File: config.mk
export PLATFORM = sky130hd
export DESIGN_NAME = sdram_command_init_activate
export DESIGN_NICKNAME = d
export VERILOG_FILES = /design/src/verilog/sdram_front_pkg.sv /design/src/verilog/bank_tracker.sv /design/src/verilog/sdram_command_init_activate.sv /design/src/verilog/write_queue.sv
export SDC_FILE = /design/constraint.sdc
export NUM_CORES = 1
export LEC_CHECK = 0
export BUFFER_PORTS_ARGS = -buffer_cell sky130_fd_sc_hd__buf_2
export CORE_ASPECT_RATIO = 0.7
export CORE_MARGIN = 8
export CORE_UTILIZATION = 60
export DETAILED_ROUTE_END_ITERATION = 8
export GPL_ROUTABILITY_DRIVEN = 0
export GPL_TIMING_DRIVEN = 1
export PLACE_DENSITY = 0.78
export SYNTH_ARGS = -nofsm -noshare
export SYNTH_HDL_FRONTEND = slang
export SYNTH_SLANG_ARGS = --single-unit
File: constraint.sdc
create_clock -name clk_i -period 6.2 [get_ports clk_i]
set_clock_uncertainty 0.1 [all_clocks]
set_input_delay 0.31 -clock clk_i [delete_from_list [all_inputs] [get_ports clk_i]]
set_output_delay 0.31 -clock clk_i [all_outputs]
set_load 0.05 [all_outputs]
File: src/verilog/sdram_front_pkg.sv
/*
 * Shared constants and types for the synchronous DRAM command front end:
 * pin widths, command encodings, power states and the write queue layout.
 * Assumes one system clock shared with the external memory controller.
 */
`default_nettype none
package sdram_front_pkg;

	// ==========================================================
	// pin widths
	localparam int ROW_W  = 13;
	localparam int COL_W  = 9;
	localparam int BANK_W = 2;
	localparam int BANKS  = 4;
	localparam int DATA_W = 16;
	localparam int BYTES  = 2;

	// ==========================================================
	// address bit meanings
	localparam int PRECHARGE_SELECT_BIT = 10;
	localparam logic [COL_W-1:0] COL_STEP    = 9'h001;
	localparam logic [ROW_W-1:0] MODE_RESET  = 13'h0000;

	// ==========================================================
	// data mask timing
	localparam int DQM_READ_LATENCY = 2;

	// ==========================================================
	// burst bookkeeping
	localparam int BURST_CNT_W   = 4;
	localparam int BURST_LEN_DEF = 4;
	localparam logic [BURST_CNT_W-1:0] BURST_LAST = 4'h1;
	localparam logic [BURST_CNT_W-1:0] BURST_NONE = 4'h0;

	// ==========================================================
	// write queue
	localparam int WQ_W     = BANK_W + COL_W + BYTES + DATA_W;
	localparam int WQ_DEPTH = 32;

	// ==========================================================
	// controller-side delays in clock cycles, for reference only
	localparam int ACT_TO_ACCESS_DELAY    = 3;
	localparam int ROW_CYCLE_TIME         = 10;
	localparam int BANK_TO_BANK_ACT_DELAY = 2;
	localparam int ROW_ACTIVE_TIME        = 4000;
	localparam int MODE_SET_RECOVERY      = 2;

	// ==========================================================
	// command code is {row strobe, column strobe, write enable}, active low
	typedef enum logic [2:0] {
		CMD_MODE_SET   = 3'h0,
		CMD_REFRESH    = 3'h1,
		CMD_PRECHARGE  = 3'h2,
		CMD_ACTIVATE   = 3'h3,
		CMD_WRITE      = 3'h4,
		CMD_READ       = 3'h5,
		CMD_BURST_STOP = 3'h6,
		CMD_NOP        = 3'h7
	} cmd_e;

	typedef enum logic [1:0] {
		PWR_ACTIVE       = 2'h0,
		PWR_DOWN         = 2'h1,
		PWR_SUSPEND      = 2'h2,
		PWR_SELF_REFRESH = 2'h3
	} pwr_e;

endpackage
`default_nettype wire

File: src/verilog/bank_tracker.sv
/*
 * Open/closed flag per bank, set by activate and cleared by precharge
 * (single or all) or by an auto-precharge closing at burst end.
 * Assumes the strobes are already gated by chip select and clock enable.
 */
`default_nettype none
`timescale 1ns/1ps
module bank_tracker
	import sdram_front_pkg::*;
#(
	parameter int NUM_BANKS = sdram_front_pkg::BANKS
) (
	input  wire logic                              clk_i,
	input  wire logic                              reset_i,
	input  wire logic                              act_i,
	input  wire logic [sdram_front_pkg::BANK_W-1:0] act_bank_i,
	input  wire logic                              pre_i,
	input  wire logic                              pre_all_i,
	input  wire logic [sdram_front_pkg::BANK_W-1:0] pre_bank_i,
	input  wire logic                              close_i,
	input  wire logic [sdram_front_pkg::BANK_W-1:0] close_bank_i,
	output logic      [NUM_BANKS-1:0]              open_o
);
	// ==========================================================
	// one flag per bank; closing wins since the controller never
	// opens and closes the same bank at one edge
	genvar b;
	generate
		for (b = 0; b < NUM_BANKS; b++) begin : g_bank
			logic hit_pre;
			logic hit_close;
			logic hit_act;
			assign hit_pre   = pre_i & (pre_all_i | (pre_bank_i == BANK_W'(b)));
			assign hit_close = close_i & (close_bank_i == BANK_W'(b));
			assign hit_act   = act_i & (act_bank_i == BANK_W'(b));
			always_ff @(posedge clk_i) begin
				if (reset_i) begin
					open_o[b] <= 1'b0;
				end else if (hit_pre | hit_close) begin
					open_o[b] <= 1'b0;
				end else if (hit_act) begin
					open_o[b] <= 1'b1;
				end
			end
		end
	endgenerate
endmodule
`default_nettype wire

File: src/verilog/sdram_command_init_activate.sv
/*
 * Command front end of a four-bank 16-bit synchronous DRAM: decodes pin
 * commands, tracks open banks, holds the mode register, handles byte masks,
 * low-power entry by clock enable and queues write beats for the core.
 * Assumes the controller runs on clk_i, so pins need no synchroniser, and
 * that the array core answers read requests on rd_data_valid_i.
 */
// Behaviour
// - row on address 0-12, column on 0-8
// - bit 10 at precharge picks all or one
// - bank select picks bank for activate/access
// - chip select high ignores commands, work continues
// - strobes together decode the command
// - inputs sampled only on rising clock edge
// - read mask high floats byte two cycles later
// - write mask high blocks byte same cycle
// - clock enable low enters a low-power state
// - mode register undefined until first programmed
// - mode set is all four strobes low
// - row high, column low: read or write
// - bit 10 with access selects auto-precharge
`default_nettype none
`timescale 1ns/1ps
module sdram_command_init_activate
	import sdram_front_pkg::*;
#(
	parameter int BURST_LEN   = sdram_front_pkg::BURST_LEN_DEF,
	parameter int QUEUE_DEPTH = sdram_front_pkg::WQ_DEPTH
) (
	input  wire logic                               clk_i,
	input  wire logic                               reset_i,
	input  wire logic                               cke_i,
	input  wire logic                               cs_n_i,
	input  wire logic                               ras_n_i,
	input  wire logic                               cas_n_i,
	input  wire logic                               we_n_i,
	input  wire logic [sdram_front_pkg::ROW_W-1:0]  addr_i,
	input  wire logic [sdram_front_pkg::BANK_W-1:0] bank_select_i,
	input  wire logic                               lower_byte_mask_i,
	input  wire logic                               upper_byte_mask_i,
	input  wire logic [sdram_front_pkg::DATA_W-1:0] data_lines_i,
	output logic      [sdram_front_pkg::DATA_W-1:0] data_lines_o,
	output logic      [sdram_front_pkg::BYTES-1:0]  data_lines_oe_o,
	output logic                                    activate_o,
	output logic      [sdram_front_pkg::BANK_W-1:0] act_bank_o,
	output logic      [sdram_front_pkg::ROW_W-1:0]  act_row_o,
	output logic                                    precharge_o,
	output logic                                    auto_refresh_cmd_o,
	output logic                                    cmd_error_o,
	output logic                                    rd_req_o,
	output logic      [sdram_front_pkg::BANK_W-1:0] rd_bank_o,
	output logic      [sdram_front_pkg::COL_W-1:0]  rd_col_o,
	input  wire logic [sdram_front_pkg::DATA_W-1:0] rd_data_i,
	input  wire logic                               rd_data_valid_i,
	output logic                                    wr_valid_o,
	input  wire logic                               wr_ready_i,
	output logic      [sdram_front_pkg::BANK_W-1:0] wr_bank_o,
	output logic      [sdram_front_pkg::COL_W-1:0]  wr_col_o,
	output logic      [sdram_front_pkg::BYTES-1:0]  wr_byte_en_o,
	output logic      [sdram_front_pkg::DATA_W-1:0] wr_data_o,
	output logic                                    wr_queue_ready_o,
	output logic      [1:0]                         power_state_o,
	output logic      [sdram_front_pkg::ROW_W-1:0]  mode_reg_o,
	output logic                                    mode_valid_o,
	output logic      [sdram_front_pkg::BANKS-1:0]  bank_open_o
);
	import sdram_front_pkg::*;

	localparam logic [BURST_CNT_W-1:0] BURST_RELOAD = BURST_CNT_W'(BURST_LEN - 1);

	// ==========================================================
	// command decode
	cmd_e                  cmd;
	pwr_e                  pwr_reg;
	logic                  decoder_on;
	logic                  is_act;
	logic                  is_pre;
	logic                  is_ref;
	logic                  is_mrs;
	logic                  is_rd;
	logic                  is_wr;
	logic                  is_bst;
	logic                  advance;
	logic [BYTES-1:0]      mask_now;
	logic [BANKS-1:0]      open_flags;

	// every pin is a plain flop input on clk_i's rising edge
	assign cmd        = cmd_e'({ras_n_i, cas_n_i, we_n_i});
	assign decoder_on = ~cs_n_i & cke_i & (pwr_reg == PWR_ACTIVE);
	assign is_act     = decoder_on & (cmd == CMD_ACTIVATE);
	assign is_pre     = decoder_on & (cmd == CMD_PRECHARGE);
	assign is_ref     = decoder_on & (cmd == CMD_REFRESH);
	assign is_mrs     = decoder_on & (cmd == CMD_MODE_SET);
	assign is_rd      = decoder_on & (cmd == CMD_READ);
	assign is_wr      = decoder_on & (cmd == CMD_WRITE);
	assign is_bst     = decoder_on & (cmd == CMD_BURST_STOP);
	assign advance    = cke_i & (pwr_reg == PWR_ACTIVE);
	assign mask_now   = {upper_byte_mask_i, lower_byte_mask_i};

	// ==========================================================
	// burst state
	logic [BURST_CNT_W-1:0] burst_cnt_reg;
	logic                   burst_write_reg;
	logic                   burst_ap_reg;
	logic [BANK_W-1:0]      burst_bank_reg;
	logic [COL_W-1:0]       burst_col_reg;
	logic                   beat_extra;
	logic                   ap_close;

	// beats after the command beat; frozen while the clock is suspended
	assign beat_extra = advance & (burst_cnt_reg != BURST_NONE) & ~is_rd & ~is_wr & ~is_bst;
	assign ap_close   = beat_extra & burst_ap_reg & (burst_cnt_reg == BURST_LAST);

	// a new access overrides the remainder of a running burst
	always_ff @(posedge clk_i) begin
		if (reset_i) begin
			burst_cnt_reg   <= BURST_NONE;
			burst_write_reg <= 1'b0;
			burst_ap_reg    <= 1'b0;
			burst_bank_reg  <= '0;
			burst_col_reg   <= '0;
		end else if (is_rd | is_wr) begin
			burst_cnt_reg   <= BURST_RELOAD;
			burst_write_reg <= is_wr;
			burst_ap_reg    <= addr_i[PRECHARGE_SELECT_BIT];
			burst_bank_reg  <= bank_select_i;
			burst_col_reg   <= addr_i[COL_W-1:0] + COL_STEP;
		end else if (is_bst | is_pre) begin
			burst_cnt_reg <= BURST_NONE;
			burst_ap_reg  <= 1'b0;
		end else if (beat_extra) begin
			burst_cnt_reg <= burst_cnt_reg - BURST_LAST;
			burst_col_reg <= burst_col_reg + COL_STEP;
		end
	end

	// ==========================================================
	// power state
	always_ff @(posedge clk_i) begin
		if (reset_i) begin
			pwr_reg <= PWR_ACTIVE;
		end else begin
			case (pwr_reg)
				PWR_ACTIVE: begin
					if (~cke_i) begin
						if (~cs_n_i & (cmd == CMD_REFRESH)) begin
							pwr_reg <= PWR_SELF_REFRESH;
						end else if (burst_cnt_reg != BURST_NONE) begin
							pwr_reg <= PWR_SUSPEND;
						end else begin
							pwr_reg <= PWR_DOWN;
						end
					end
				end
				PWR_DOWN, PWR_SUSPEND, PWR_SELF_REFRESH: begin
					if (cke_i) begin
						pwr_reg <= PWR_ACTIVE;
					end
				end
				default: begin
					pwr_reg <= PWR_ACTIVE;
				end
			endcase
		end
	end

	// ==========================================================
	// bank flags
	bank_tracker #(
		.NUM_BANKS    (BANKS)
	) u_banks (
		.clk_i        (clk_i),
		.reset_i      (reset_i),
		.act_i        (is_act),
		.act_bank_i   (bank_select_i),
		.pre_i        (is_pre),
		.pre_all_i    (addr_i[PRECHARGE_SELECT_BIT]),
		.pre_bank_i   (bank_select_i),
		.close_i      (ap_close),
		.close_bank_i (burst_bank_reg),
		.open_o       (open_flags)
	);

	// ==========================================================
	// mode register: valid only once programmed on idle banks
	always_ff @(posedge clk_i) begin
		if (reset_i) begin
			mode_reg_o   <= MODE_RESET;
			mode_valid_o <= 1'b0;
		end else if (is_mrs & ~(|open_flags)) begin
			mode_reg_o   <= addr_i;
			mode_valid_o <= 1'b1;
		end
	end

	// ==========================================================
	// command reporting and misuse flag
	logic access_closed;
	logic act_on_open;

	assign access_closed = (is_rd | is_wr) & ~open_flags[bank_select_i];
	assign act_on_open   = is_act & open_flags[bank_select_i];

	always_ff @(posedge clk_i) begin
		if (reset_i) begin
			activate_o         <= 1'b0;
			act_bank_o         <= '0;
			act_row_o          <= '0;
			precharge_o        <= 1'b0;
			auto_refresh_cmd_o <= 1'b0;
			cmd_error_o        <= 1'b0;
			bank_open_o        <= '0;
			power_state_o      <= PWR_ACTIVE;
		end else begin
			activate_o         <= is_act;
			precharge_o        <= is_pre | ap_close;
			auto_refresh_cmd_o <= is_ref;
			// misuse is reported; it blocks only a mode set while a bank is open
			cmd_error_o        <= access_closed | act_on_open | (is_mrs & (|open_flags));
			bank_open_o        <= open_flags;
			power_state_o      <= pwr_reg;
			if (is_act) begin
				act_bank_o <= bank_select_i;
				act_row_o  <= addr_i;
			end
		end
	end

	// ==========================================================
	// read requests toward the core
	always_ff @(posedge clk_i) begin
		if (reset_i) begin
			rd_req_o  <= 1'b0;
			rd_bank_o <= '0;
			rd_col_o  <= '0;
		end else if (is_rd) begin
			rd_req_o  <= 1'b1;
			rd_bank_o <= bank_select_i;
			rd_col_o  <= addr_i[COL_W-1:0];
		end else if (beat_extra & ~burst_write_reg) begin
			rd_req_o  <= 1'b1;
			rd_bank_o <= burst_bank_reg;
			rd_col_o  <= burst_col_reg;
		end else begin
			rd_req_o <= 1'b0;
		end
	end

	// ==========================================================
	// read data out; mask pipeline gives the fixed float latency
	logic [BYTES-1:0] mask_pipe_reg [DQM_READ_LATENCY];

	always_ff @(posedge clk_i) begin
		if (reset_i) begin
			for (int i = 0; i < DQM_READ_LATENCY; i++) begin
				mask_pipe_reg[i] <= '0;
			end
		end else begin
			mask_pipe_reg[0] <= mask_now;
			for (int i = 1; i < DQM_READ_LATENCY; i++) begin
				mask_pipe_reg[i] <= mask_pipe_reg[i-1];
			end
		end
	end

	always_ff @(posedge clk_i) begin
		if (reset_i) begin
			data_lines_o <= '0;
		end else if (rd_data_valid_i) begin
			data_lines_o <= rd_data_i;
		end
	end

	genvar g;
	generate
		for (g = 0; g < BYTES; g++) begin : g_oe
			always_ff @(posedge clk_i) begin
				if (reset_i) begin
					data_lines_oe_o[g] <= 1'b0;
				end else begin
					data_lines_oe_o[g] <= rd_data_valid_i & ~mask_pipe_reg[DQM_READ_LATENCY-1][g];
				end
			end
		end
	endgenerate

	// ==========================================================
	// write beats into the queue; fully masked beats are not queued
	logic              wr_beat;
	logic [BANK_W-1:0] wr_beat_bank;
	logic [COL_W-1:0]  wr_beat_col;
	logic [BYTES-1:0]  wr_beat_en;
	logic [WQ_W-1:0]   wq_out;

	assign wr_beat      = is_wr | (beat_extra & burst_write_reg);
	assign wr_beat_bank = is_wr ? bank_select_i : burst_bank_reg;
	assign wr_beat_col  = is_wr ? addr_i[COL_W-1:0] : burst_col_reg;
	assign wr_beat_en   = ~mask_now;

	// a full queue drops beats; the controller must watch wr_queue_ready_o
	write_queue #(
		.WIDTH       (WQ_W),
		.DEPTH       (QUEUE_DEPTH)
	) u_queue (
		.clk_i       (clk_i),
		.reset_i     (reset_i),
		.in_valid_i  (wr_beat & (|wr_beat_en)),
		.in_ready_o  (wr_queue_ready_o),
		.in_data_i   ({wr_beat_bank, wr_beat_col, wr_beat_en, data_lines_i}),
		.out_valid_o (wr_valid_o),
		.out_ready_i (wr_ready_i),
		.out_data_o  (wq_out)
	);

	assign wr_bank_o    = wq_out[WQ_W-1 -: BANK_W];
	assign wr_col_o     = wq_out[DATA_W+BYTES +: COL_W];
	assign wr_byte_en_o = wq_out[DATA_W +: BYTES];
	assign wr_data_o    = wq_out[DATA_W-1:0];
endmodule
`default_nettype wire

File: src/verilog/write_queue.sv
/*
 * Synchronous FIFO carrying write beats from the pins to the array core.
 * Assumes the filling side looks at in_ready_o before pushing.
 */
`default_nettype none
`timescale 1ns/1ps
module write_queue #(
	parameter int WIDTH = 29,
	parameter int DEPTH = 32
) (
	input  wire logic             clk_i,
	input  wire logic             reset_i,
	input  wire logic             in_valid_i,
	output logic                  in_ready_o,
	input  wire logic [WIDTH-1:0] in_data_i,
	output logic                  out_valid_o,
	input  wire logic             out_ready_i,
	output logic      [WIDTH-1:0] out_data_o
);
	localparam int PTR_W = $clog2(DEPTH);
	localparam logic [PTR_W:0] FULL_CNT = (PTR_W+1)'(DEPTH);
	localparam logic [PTR_W:0] ZERO_CNT = '0;
	localparam logic [PTR_W-1:0] LAST_PTR = PTR_W'(DEPTH - 1);
	localparam logic [PTR_W-1:0] PTR_ONE = PTR_W'(1);

	logic [WIDTH-1:0] mem_reg [DEPTH];
	logic [PTR_W-1:0] wr_ptr_reg;
	logic [PTR_W-1:0] rd_ptr_reg;
	logic [PTR_W:0]   count_reg;
	logic             push;
	logic             pop;

	assign in_ready_o  = (count_reg != FULL_CNT);
	assign out_valid_o = (count_reg != ZERO_CNT);
	assign out_data_o  = mem_reg[rd_ptr_reg];
	assign push        = in_valid_i & in_ready_o;
	assign pop         = out_valid_o & out_ready_i;

	// ==========================================================
	// storage and pointers
	always_ff @(posedge clk_i) begin
		if (push) begin
			mem_reg[wr_ptr_reg] <= in_data_i;
		end
	end

	always_ff @(posedge clk_i) begin
		if (reset_i) begin
			wr_ptr_reg <= '0;
			rd_ptr_reg <= '0;
			count_reg  <= '0;
		end else begin
			if (push) begin
				wr_ptr_reg <= (wr_ptr_reg == LAST_PTR) ? '0 : wr_ptr_reg + PTR_ONE;
			end
			if (pop) begin
				rd_ptr_reg <= (rd_ptr_reg == LAST_PTR) ? '0 : rd_ptr_reg + PTR_ONE;
			end
			if (push & ~pop) begin
				count_reg <= count_reg + (PTR_W+1)'(1);
			end else if (pop & ~push) begin
				count_reg <= count_reg - (PTR_W+1)'(1);
			end
		end
	end
endmodule
`default_nettype wire
==> impl_metrics.json <==
{
  "tns_ns": 0,
  "htreeDepth": 3,
  "area_growth_syn_to_layout_pct": 12.96,
  "synth_area_per_cell_sq_um": 20.68,
  "fillers": 3966,
  "grt_busiest_layer": "met2",
  "fin_area_sq_mm": 0.04584,
  "grt_pass1_vias": 21290,
  "cp-end-kind": "flop",
  "fp-row-count": 79,
  "met1_usage_pct": 36.94,
  "whs_ns": 0.06808,
  "rsz0062_at_grt": "no",
  "ios": 158,
  "dpl.hpwl_mm": 53.84,
  "postPlaceCellArea_sq_mm": 0.04253,
  "synth.largest_area_cell": "edfxtp_1",
  "final_nets": 2251,
  "drt_iter0_markers": 2878,
  "largest_reg_flops": 928,
  "antenna_found_initial": 6,
  "vias": 21180,
  "drive_gt1_share_pct": 31.16,
  "coreArea_sq_mm": 0.06672,
  "report.final.slew_viol_count": 0,
  "synth_edf_count": 928,
  "grt_pass1_wl_mm": 145.1,
  "avgRoutedWirePerCell_um": 31.35,
  "ys_seq_area_share_pct": 74.45,
  "dp_slack_ns": 1.573,
  "min_period_ns": 4.666,
  "synthTopCellsByArea": "edfxtp_1, mux4_2, dfxtp_1",
  "holdPathStages": 3,
  "yosys-top-cells-count": "edfxtp_1, mux4_2, dfxtp_1, nor2_1, nand2_1",
  "power-per-cell-area_mw_per_mm2": 372.0,
  "synth_top_area_share_pct": 68.68,
  "numPortBuffers": 157,
  "wl_mm": 98.56,
  "cts_resized": 0,
  "grt_util_all_layers_pct": 25.95,
  "cts.clk_slew.worst_paths_ns": 0.06,
  "status": "completed",
  "dieArea_sq_mm": 0.07633,
  "required_ns": 6.61,
  "ys_warn_count": 0,
  "vias_per_cell": 6.735,
  "critical_path_class": "reg -> reg",
  "grtUsageMet2_pct": 41.09,
  "drv_cap": 0,
  "firstDrtPassIters": 5,
  "ys_ff_latch": 1045,
  "synth_nets": 2036,
  "clk_root_buffer_cell": "clkbuf_16",
  "cp.arrival_ns": 5.08,
  "finalSetupViolations": 0,
  "crit_fanout": 14,
  "netlist_area_sq_mm": 0.04058,
  "clkSinkCount": 1045,
  "synth_most_common_cell": "edfxtp_1",
  "grt_max_degree": 100,
  "fp.dieH_um": 233.6,
  "postLayoutCoreUtil_pct": 68.70,
  "synthArstFlopShare_pct": 0,
  "syn_inst": 1962,
  "drtAntennaViolNets": 0,
  "cts_tree": "yes",
  "grt.overflow.total": 0,
  "tightest_slew_ns": 1.357,
  "postCtsSetupBuffers": 0,
  "max_freq_mhz": 214.3,
  "power_leakage_uw": 0.01455,
  "die_w_um": 326.8,
  "postCtsHoldBufs": 39,
  "drc": 0,
  "cts_buffers": 93,
  "start_util_pct": 60.81,
  "maxSlewHeadroom_pct": 9.299,
  "insertion_delay_ns": 0.65,
  "timing.final.crit_share_pct": 75.26,
  "setup_slack_ns": 1.534,
  "cts_buffer_depth": 3,
  "peakVddDrop_mv": 0.2827,
  "reg2reg_depth": 12,
  "hp-class": "in -> reg",
  "globalRouteMet3Util_pct": 6.395,
  "diodes": 0,
  "hold_viol": 0,
  "ys_types": 65,
  "start_kind": "flop",
  "ys.flop_type": "edfxtp_1"
}
==> worst max-delay path, stage by stage, from the launching register on <==
cell	delay [ns]
dfxtp_1	0.37
or4b_4	0.59
nor4b_4	0.82
a31o_2	0.39
and2_1	0.32
ha_1	0.34
inv_1	0.15
ha_1	0.25
or4_1	0.51
a311o_1	0.27
o311ai_0	0.16
xnor2_1	0.19
nor2_1	0.06
==> power breakdown <==
| group | switching [uW] | total, uW | leakage [uW] | internal, uW |
|---|---|---|---|---|
| sequential | 182 | 7990 | 0.00940 | 7810 |
| combinational | 1940 | 3440 | 0.00373 | 1500 |
| clock | 2510 | 5620 | 0.00142 | 3110 |
| total | 4640 | 17100 | 0.0146 | 12400 |
==> routing by layer <==
metal	vias up	part of all wire, %
met2	1361	48
met1	11110	39
li1	8530	-
met4	8	2.1
met3	166	11
met5	-	0.037
==> logic make-up (layout without fill, tap and decap cells) <==
kind of cell	Yosys count	in the layout	share of synthesized area, %
compound gates	102	102	1.594
mux	373	373	18.30
buf+inv	124	415	1.369
simple gates	292	292	3.559
flops	1045	1045	74.45
xor+xnor	10	10	0.2158
fa+ha+maj	16	16	0.5119
==> layout make-up <==
cell class | instances | area, sq um | area share [%]
repair buffers | 225 | 1446 | 3.156
clock inverters | 58 | 470.5 | 1.026
multi-input cells | 793 | 10060 | 21.94
inverters | 19 | 71.32 | 0.1556
clock buffers | 113 | 2449 | 5.342
flip-flops and latches | 1045 | 30230 | 65.94
well taps | 891 | 1115 | 2.432
==> cell usage in the layout, fill, tap and decap left out, types with 18 or more instances in the layout <==
cell type | netlist | layout
dfxtp_1 | 117 | 112
buf_2 | 15 | 156
edfxtp_1 | 928 | 928
dlygate4sd3_1 | 0 | 39
nand2_1 | 67 | 67
a21oi_1 | 43 | 43
mux2i_1 | 42 | 41
nand3_1 | 20 | 20
clkinv_1 | 1 | 29
nor2_1 | 116 | 84
inv_1 | 18 | 18
nor3_1 | 19 | 19
nor2_4 | 1 | 33
mux2_2 | 40 | 40
buf_4 | 13 | 26
clkbuf_16 | 0 | 95
mux4_2 | 291 | 291
==> per-stage QoR <==
stage | total power, uW | std cells
6_report | 17050 | 3144
4_1_cts | 17140 | 3144
5_1_grt | 17580 | 3144
3_3_place_gp | 11480 | 2934
3_5_place_dp | 11550 | 2934
2_1_floorplan | 10670 | 1962
==> final timing paths <==
check / endpoint / slack, ns / from
min: data_lines_oe_o[1] / 0.07 / rd_data_valid_i
max reg2reg: u_queue.count_reg[5] / 1.53 / pwr_reg[1]
min reg2reg: data_lines_oe_o[0] / 0.30 / mask_pipe_reg[0][2]
max: u_queue.count_reg[5] / 1.53 / pwr_reg[1]
Power figures use the tool's default switching activity.
